`config.mk`:
```
export PLATFORM = sky130hd
export DESIGN_NAME = sram_host_ctrl
export DESIGN_NICKNAME = d
export VERILOG_FILES = /design/src/include/sram_host_pkg.sv /design/src/sram_cycle_timer.sv /design/src/sram_host_ctrl.sv
export VERILOG_INCLUDE_DIRS = /design/src /design/src/include
export SDC_FILE = /design/constraint.sdc
export NUM_CORES = 1
export LEC_CHECK = 0
export BUFFER_PORTS_ARGS = -buffer_cell sky130_fd_sc_hd__buf_2
export CORE_MARGIN = 2
export CORE_UTILIZATION = 50
export CTS_BUF_LIST = sky130_fd_sc_hd__clkbuf_8 sky130_fd_sc_hd__clkbuf_16
export DETAILED_ROUTE_END_ITERATION = 6
export PLACE_DENSITY = 0.78
export SYNTH_ARGS = -nofsm -noshare
export SYNTH_HDL_FRONTEND = slang
export SYNTH_SLANG_ARGS = --single-unit
```
`constraint.sdc`:
```
create_clock -name clk -period 3.1 [get_ports clk]
set_input_delay 0.31 -clock clk [delete_from_list [all_inputs] [get_ports clk]]
set_output_delay 0.31 -clock clk [all_outputs]
set_load 0.03 [all_outputs]
```
`src/include/sram_host_consts.svh`:
```
// Timing constants and bus widths for the static memory host controller.
`ifndef SRAM_HOST_CONSTS_SVH
`define SRAM_HOST_CONSTS_SVH
`define CLK_PERIOD_NS              25
`define READ_CYCLE_MIN_NS          100
`define WRITE_CYCLE_MIN_NS         100
`define WRITE_PULSE_MIN_NS         80
`define SELECT_WRITE_OVERLAP_MIN_NS 90
`define WRITE_DATA_SETUP_NS        50
`define ADDRESS_TO_DATA_DELAY_NS   100
`define OUTPUT_ENABLE_TO_DATA_DELAY_NS 50
`define OE_RELEASE_MAX_NS          30
`define RETENTION_SELECT_HOLD_NS   100
`define CEIL_CYCLES(ns)            (((ns) + `CLK_PERIOD_NS - 1) / `CLK_PERIOD_NS)
`define ADDR_W                     15
`define DATA_W                     8
`endif

```
`src/include/sram_host_pkg.sv`:
```
// Types shared by the static memory host controller.
`default_nettype none
package sram_host_pkg;
    typedef struct packed {
        logic        write;
        logic [14:0] address;
        logic [7:0]  wdata;
    } mem_req_t;

    typedef struct packed {
        logic select_n;
        logic output_enable_n;
        logic write_n;
    } strobes_t;

    typedef enum logic [2:0] {
        ST_IDLE   = 3'b000,
        ST_READ   = 3'b001,
        ST_RDONE  = 3'b011,
        ST_WRITE  = 3'b010,
        ST_WDONE  = 3'b110,
        ST_RETAIN = 3'b100,
        ST_WAKE   = 3'b101
    } host_state_t;
endpackage
`default_nettype wire

```
`src/sram_cycle_timer.sv`:
```
// Down counter that times each phase of a memory cycle.
`timescale 1ns/1ps
`default_nettype none
module sram_cycle_timer #(
    parameter int WIDTH = 4
) (
    input  wire logic             clk,
    input  wire logic             sys_rst,
    input  wire logic             clk_en,
    input  wire logic             load,
    input  wire logic [WIDTH-1:0] load_value,
    output logic                  done
);
    logic [WIDTH-1:0] count;

    if (WIDTH < 2) begin : g_bad_width
        $error("sram_cycle_timer: WIDTH must be at least 2");
    end

    assign done = (count == '0);

    always_ff @(posedge clk) begin
        if (sys_rst) begin
            count <= '0;
        end else if (clk_en) begin
            if (load) begin
                count <= load_value;
            end else if (!done) begin
                count <= count - {{(WIDTH-1){1'b0}}, 1'b1};
            end
        end
    end
endmodule // sram_cycle_timer
`default_nettype wire

```
`src/sram_host_ctrl.sv`:
```
// Host controller that runs read and write cycles on an asynchronous 32K x 8 memory.
`timescale 1ns/1ps
`default_nettype none
`include "sram_host_consts.svh"
module sram_host_ctrl #(
    parameter int ADDR_W = `ADDR_W,
    parameter int DATA_W = `DATA_W
) (
    input  wire logic                    clk,
    input  wire logic                    sys_rst,
    input  wire logic                    clk_en,
    input  wire logic                    req_valid,
    input  wire sram_host_pkg::mem_req_t req,
    output logic                         req_ready,
    output logic                         rdata_valid,
    output logic [DATA_W-1:0]            rdata,
    input  wire logic                    retain_req,
    output logic                         retain_ok,
    output logic [ADDR_W-1:0]            word_address,
    output sram_host_pkg::strobes_t      strobes,
    input  wire logic [DATA_W-1:0]       data_bus_in,
    output logic [DATA_W-1:0]            data_bus_out,
    output logic                         data_bus_oe
);
    import sram_host_pkg::*;

    // ----------------------------------------------------------------
    // Timing counts
    // ----------------------------------------------------------------
    // The read phase covers address access; the memory must also have
    // released the bus (max 30 ns) before the host drives it, so two
    // extra cycles of turnaround follow every read.
    localparam logic [3:0] READ_CYC  = 4'(`CEIL_CYCLES(`READ_CYCLE_MIN_NS));
    localparam logic [3:0] WRITE_CYC = 4'(`CEIL_CYCLES(`SELECT_WRITE_OVERLAP_MIN_NS));
    localparam logic [3:0] REST_CYC  = 4'(`CEIL_CYCLES(`WRITE_CYCLE_MIN_NS
                                          - `SELECT_WRITE_OVERLAP_MIN_NS));
    localparam logic [3:0] TURN_CYC  = 4'(`CEIL_CYCLES(`OE_RELEASE_MAX_NS));
    localparam logic [3:0] WAKE_CYC  = 4'(`CEIL_CYCLES(`RETENTION_SELECT_HOLD_NS));

    if (ADDR_W != 15 || DATA_W != 8) begin : g_bad_width
        $error("sram_host_ctrl: bus widths fixed at 15/8");
    end

    // ----------------------------------------------------------------
    // State and timer
    // ----------------------------------------------------------------
    host_state_t state;
    host_state_t next_state;
    logic        timer_load;
    logic [3:0]  timer_value;
    logic        timer_done;
    logic [DATA_W-1:0] bus_in_meta;
    logic [DATA_W-1:0] bus_in_sync;

    sram_cycle_timer #(.WIDTH(4)) u_timer (
        .clk        (clk),
        .sys_rst    (sys_rst),
        .clk_en     (clk_en),
        .load       (timer_load),
        .load_value (timer_value),
        .done       (timer_done)
    );

    wire take_req   = (state == ST_IDLE) && req_valid && !retain_req;
    wire take_ret   = (state == ST_IDLE) && retain_req;

    always_comb begin
        next_state  = state;
        timer_load  = 1'b0;
        timer_value = 4'h0;
        unique case (state)
            ST_IDLE: begin
                if (take_ret) begin
                    next_state = ST_RETAIN;
                end else if (take_req) begin
                    next_state  = req.write ? ST_WRITE : ST_READ;
                    timer_load  = 1'b1;
                    timer_value = req.write ? WRITE_CYC - 4'h1 : READ_CYC + 4'h1;
                end
            end
            ST_READ: begin
                if (timer_done) begin
                    next_state  = ST_RDONE;
                    timer_load  = 1'b1;
                    timer_value = TURN_CYC - 4'h1;
                end
            end
            ST_RDONE: if (timer_done) next_state = ST_IDLE;
            ST_WRITE: begin
                if (timer_done) begin
                    next_state  = ST_WDONE;
                    timer_load  = 1'b1;
                    timer_value = REST_CYC;
                end
            end
            ST_WDONE: if (timer_done) next_state = ST_IDLE;
            ST_RETAIN: begin
                if (!retain_req) begin
                    next_state  = ST_WAKE;
                    timer_load  = 1'b1;
                    timer_value = WAKE_CYC - 4'h1;
                end
            end
            ST_WAKE: if (timer_done) next_state = ST_IDLE;
            default: next_state = ST_IDLE;
        endcase
    end

    // ----------------------------------------------------------------
    // Pin drive
    // ----------------------------------------------------------------
    wire next_sel_n = !(next_state == ST_READ || next_state == ST_WRITE);
    wire next_oe_n  = (next_state != ST_READ);
    wire next_we_n  = (next_state != ST_WRITE);
    wire next_drive = (next_state == ST_WRITE);
    wire read_take  = (state == ST_RDONE) && !timer_done;

    always_ff @(posedge clk) begin
        if (sys_rst) begin
            state <= ST_IDLE;
        end else if (clk_en) begin
            state <= next_state;
        end
    end

    always_ff @(posedge clk) begin
        if (sys_rst) begin
            strobes     <= '{select_n: 1'b1, output_enable_n: 1'b1, write_n: 1'b1};
            data_bus_oe <= 1'b0;
        end else if (clk_en) begin
            strobes     <= '{select_n: next_sel_n, output_enable_n: next_oe_n,
                             write_n: next_we_n};
            data_bus_oe <= next_drive;
        end
    end

    // Address and data only move when a new cycle is taken, so they are
    // stable from the strobe fall to the strobe rise.
    always_ff @(posedge clk) begin
        if (sys_rst) begin
            word_address <= 15'h0000;
            data_bus_out <= 8'h00;
        end else if (clk_en && take_req) begin
            word_address <= req.address;
            data_bus_out <= req.wdata;
        end
    end

    // Read data is taken in the first turnaround cycle, from the sample made
    // 125 ns after the address moved, so the access time has a full margin.
    always_ff @(posedge clk) begin
        if (sys_rst) begin
            bus_in_meta <= 8'h00;
            bus_in_sync <= 8'h00;
        end else if (clk_en) begin
            bus_in_meta <= data_bus_in;
            bus_in_sync <= bus_in_meta;
        end
    end

    always_ff @(posedge clk) begin
        if (sys_rst) begin
            rdata       <= 8'h00;
            rdata_valid <= 1'b0;
            req_ready   <= 1'b0;
            retain_ok   <= 1'b0;
        end else if (clk_en) begin
            rdata_valid <= read_take;
            if (read_take) begin
                rdata <= bus_in_sync;
            end
            req_ready <= (next_state == ST_IDLE) && !retain_req;
            retain_ok <= (next_state == ST_RETAIN);
        end else begin
            rdata_valid <= 1'b0;
        end
    end
endmodule // sram_host_ctrl
`default_nettype wire

```
**Word level (Yosys, flattened, before mapping)**

Cells that the tools add are included.

- Flip-flop bits (word level): 61
- Output and inout port bits: 38
- Word-level logic and storage cells: 67

- $add $sub $neg: 1
- Eq/ne operators: 12
- Mux-type cells: 21
- Bitwise gates (word level): 1
- Reduce and logical (&&, ||, !) cells: 18

Operators with widths:

| operator | count |
|---|---|
| $mux 3 | 9 |
| $pmux 3 s5 | 1 |
| $eq 3x3->1 const B | 4 |
| $eq 3x2->1 const B | 3 |
| $pmux 3 s3 | 1 |
| $mux 4 | 2 |
| $eq 3x1->1 const B | 2 |
| $logic_and 1x1->1 | 6 |
| $logic_not 3->1 | 2 |
| $mux 1 | 5 |
| $logic_not 4->1 | 1 |
| $mux 2 | 2 |
| $reduce_and 2->1 | 2 |
| $reduce_or 2->1 | 2 |
| $sub 4x1->4 const B | 1 |
| $logic_not 1->1 | 3 |
| $ne 3x1->1 const B | 1 |
| $ne 3x2->1 const B | 1 |
| $pmux 1 s3 | 1 |
| $reduce_or 3->1 | 1 |
| $ne 2x2->1 const B | 1 |
| $logic_or 1x1->1 | 1 |
| $not 1->1 | 1 |

**Depth between registers and ports, before layout**

- Word-level depth: 9
- Depth in mapped cells: 9

**By module**

From an unflattened synthesis, not the netlist that was laid out.

- Cell total of the unflattened synthesis: 283
- Area, all modules: 2,506.2 µm²

Modules (own cells, without submodules):

| module | times used | cells an instance | area each (µm²) | sequential area each (µm²) |
|---|---|---|---|---|
| sram_host_ctrl | 1 | 248 | 2,219.6 | 1,141.1 |
| sram_cycle_timer | 1 | 35 | 286.5 | 80.1 |

**Least setup slack after synthesis**

Ideal clock, no wire load.

- Kind: reg-to-reg
- Start point: register u_timer.count[0]
- End point: register data_bus_oe
- Library setup time: 115 ps
- Arrival: 2,080 ps
- Data required time: 2,985 ps
- Slack: 906 ps
- Stages on the path, launching flop included: 9
- Clock period less this slack: 2,194 ps
- Cells stage by stage: dfxtp_1 > inv_1 > ha_1 > or3b_1 > buf_2 > maj3_2 > a221oi_2 > and4b_1 > o21a_1

- Longest elaborated chain between the ends: 4
- Elaborated cells between the ends (all ways): 6
- Those cells by class: eq/ne: 1; mux: 4; reduce/logical: 1

Ends and longest elaborated chain:

| what | line | source |
|---|---|---|
| start: declaration | sram_cycle_timer.sv:14 | `logic [WIDTH-1:0] count;` |
| start signal: assignment | sram_cycle_timer.sv:27 | `count <= load_value;` |
| start signal: assignment | sram_cycle_timer.sv:29 | `count <= count - {{(WIDTH-1){1'b0}}, 1'b1};` |
| $logic_not 4->1 * | sram_cycle_timer.sv:20 | `assign done = (count == '0);` |
| $mux 3 (on tied branches) | n/a |  |
| $pmux 3 s5 * | sram_host_ctrl.sv:71 | `unique case (state)` |
| $eq 3x2->1 * | sram_host_ctrl.sv:115 | `wire next_drive = (next_state == ST_WRITE);` |
| end signal: assignment | sram_host_ctrl.sv:133 | `data_bus_oe <= next_drive;` |
| end: declaration | sram_host_ctrl.sv:23 | `output logic data_bus_oe` |

Mark *: on every way between the ends. The rest lies on a longest branch, timed or not.
A chain may end at the register's enable or synchronous reset.

**Final worst setup path**

Ends and elaborated chain as after synthesis.

==> key figures <==
Hold path
  • Worst hold path depth: 3
  • Worst min path class: primary input to flip-flop

Setup path
  • Required @ worst endpoint: 3.33 ns
  • Critical path fanouts, max: 7
  • Critical path type: flip-flop to flip-flop
  • R2R cell count: 7
  • Critical Path Sink Type: flip-flop
  • Worst path cell trace: inv_1 -> ha_1 -> or3b_1 -> maj3_2 -> a221oi_2 -> and4b_1 -> o21a_1
  • Slowest library cell on the worst path: or3b_1
  • Crit path DAT: between 2 and 3 ns
  • Startpoint Class: flip-flop
  • Slowest stage delay, CP: around 0.48 ns

Timing
  • Final period util: 75.2%
  • Worst slew margin: a little under half
  • Final worst clock skew: roughly 0.004 ns
  • F_max: about 430 MHz
  • Fin. max-slew vios: 0
  • Fin Hold WS: ~0.21 ns
  • RSZ-0062 raised after global routing: false
  • Finish-stage setup viols: 0
  • Final hold violations: 0
  • Setup tns final: 0 ns
  • Tmin final: between 2 and 2.5 ns
  • Worst-Margin Slew: around 0.78 ns

Detailed routing
  • Top sig layer: met4
  • Iteration-0 DRC Markers: 121
  • DRT Pass-1 Iters: 4
  • Post-DRT Antenna Nets: 0
  • Met1 WL: approximately 2300 µm
  • Via density per instance: ~5.1
  • Total Wirelength: about 5000 µm
  • DRC: 0
  • Met2 Wirelength: 2370 µm
  • DR WL met3: ~280 µm
  • Via count: 2101
  • WL/cell: about 12 µm

Logic synthesis
  • Leading area contributor after synthesis: dfxtp_1
  • Seq/Total Area, Yosys: 49.7%
  • Seq cells post-synth: 61
  • Number of distinct library cells after synthesis: 43
  • Gate Count Post-Synth: roughly 280
  • Largest cells by area after synthesis: dfxtp_1 50%, mux2i_1 10%, nand2_1 7.5%
  • Most frequent cells after synthesis: 61 x dfxtp_1, 49 x nand2_1, 37 x nor2_1
  • Area fraction of the dominant cell type after synthesis: 49.7%
  • Count leader, synth: dfxtp_1
  • Ys flop type: dfxtp_1
  • Syn Std Cell Area: approximately 2500 µm²
  • Synth warn: 0
  • Synth Area per Inst: about 9 µm²
  • EDFF count, synth: 0
  • Ys async rst share: 0%
  • Synthesized Nets: between 300 and 400

Clock network
  • Sinks on Clock Net: between 60 and 70
  • Hold buffer count at CTS: 0
  • CTS tree: yes
  • Num CTS Buffers: 9
  • CTS H-tree depth: 3
  • Clock transition at the registers of the reported paths: ~0.060 ns
  • Clk Latency, worst-skew pair: 0.33 ns
  • Post-cts sizing count: 0
  • Maximum buffer depth of the clock tree: 2
  • CTS Root Cell: clkbuf_8
  • Setup repair bufs after CTS: 0

Place
  • Port Buffers: 74
  • GPL Wtd Cong: about 0.87
  • Placed wire-length estimate: ~3500 µm

Finish
  • Nets: between 300 and 400
  • Storage element area: roughly 1200 µm²
  • Fillcell total: just over 400
  • Layout cells sized above 1: between 20 and 30%
  • Area delta synth->final: 22.4%
  • Ant. Diodes: 0
  • Multi-input logic area: between 1000 and 1500 µm²

Job
  • Max cap viols: 0

Global routing
  • Global-route wire length before repair: roughly 8000 µm
  • GR Util All Layers: between 10% and 20%
  • Vias in the first global route: between 1500 and 2000
  • Initial antenna violation count: 0
  • Grt ovf: 0
  • Largest net degree at the start of global routing: 34

Floorplan
  • I/O pins: 75
  • Die Wd: 74.1 µm
  • Die area: 5490 µm²
  • Row count: 25
  • Core footprint: approximately 4700 µm²
  • Initial Util: 52.0%
  • Die Y: ~74 µm

Power and ir drop
  • Peak VDD IR: approximately 0.36 mV
  • Static leakage power: ~1.4 nW
  • PD cells: about 600 nW/µm²

Status
  • Outcome: completed
==> worst max-delay path: cells and delay by family, from the launching register on <==
family          cells  cell delay, ns
simple gates        2            0.74
fa+ha+maj           2            0.55
compound gates      2            0.55
flops               1            0.33
buf+inv             1            0.07
==> power by group <==
| part | internal [W] | switching (W) |
|---|---|---|
| clock | 0.000326 | 0.000288 |
| combinational | 0.000124 | 0.000176 |
| sequential | 0.000825 | 0.0000377 |
==> state kept, by name (all words and copies together), names as in the netlist <==
| register | cells |
|---|---|
| retain_ok | 1 |
| rdata | 8 |
| state | 3 |
| req_ready | 1 |
| strobes | 3 |
| rdata_valid | 1 |
| bus_in_meta | 8 |
| data_bus_oe | 1 |
| u_timer.count | 4 |
| word_address | 15 |
| data_bus_out | 8 |
| bus_in_sync | 8 |
==> metal layers <==
metal  vias to the layer above  track usage, %
met2                        52            31.3
met1                       972            21.9
met4                         0            12.1
li1                       1068               -
met5                         -               0
met3                         9            5.42
==> cells by family after synthesis <==
group	after synthesis	synth area share (%)
multiplexers	25	10.2
buffers and inverters	27	4.94
XOR/XNOR	2	0.713
flip-flops	61	49.7
AO/OA/AOI/OAI	51	13.4
AND/OR/NAND/NOR	107	19.7
adder cells (fa/ha/maj)	3	1.37
==> layout by cell type, fill, tap and decap left out, types with 2 or more instances in the layout <==
cell        count
nor4_1          2
and4b_1         2
o21ai_0         4
clkinvlp_4      2
o21ai_1         2
a21oi_1        27
nor2_1         37
buf_4           2
nor3_1          3
buf_2          74
inv_1           8
and2_1          2
nand2_1        49
mux2i_1        25
nand2b_1        3
o21a_1          2
nand4_1         2
dfxtp_1        61
clkbuf_8       11
a211oi_1        4
a22oi_1         2
==> metrics by stage <==
step                      area [µm²]  worst slack [ns]  power, W  utilization, %  cells
after floorplan                 2460             0.906   0.00111               -    276
after global placement          2830             0.838   0.00117            59.9    398
after detailed placement        2830             0.774   0.00118            59.9    398
after CTS                       3010             0.761   0.00180            63.7    414
after global routing            3010             0.641   0.00187            63.7    414
final                           3010             0.768   0.00178            63.7    414
==> path summary, 6_finish.rpt <==
kind / startpoint / to / slack [ns]
worst max register to register: u_timer.count[0] / data_bus_oe / 0.77
worst min-delay path: req[13] / word_address[5] / 0.21
worst max-delay path: u_timer.count[0] / data_bus_oe / 0.77
worst min register to register: data_bus_out[0] / data_bus_out[0] / 0.45
==> area by class of cell <==
class                      instances  share of cell area, %
timing repair buffer              76                   12.8
clock buffer                      11                   5.04
sequential                        61                   40.6
multi-input combinational        188                   37.1
inverter                           6                  0.749
tap                               67                   2.79
clock inverter                     5                  0.916
No activity file was read; power rests on OpenSTA's default activity.
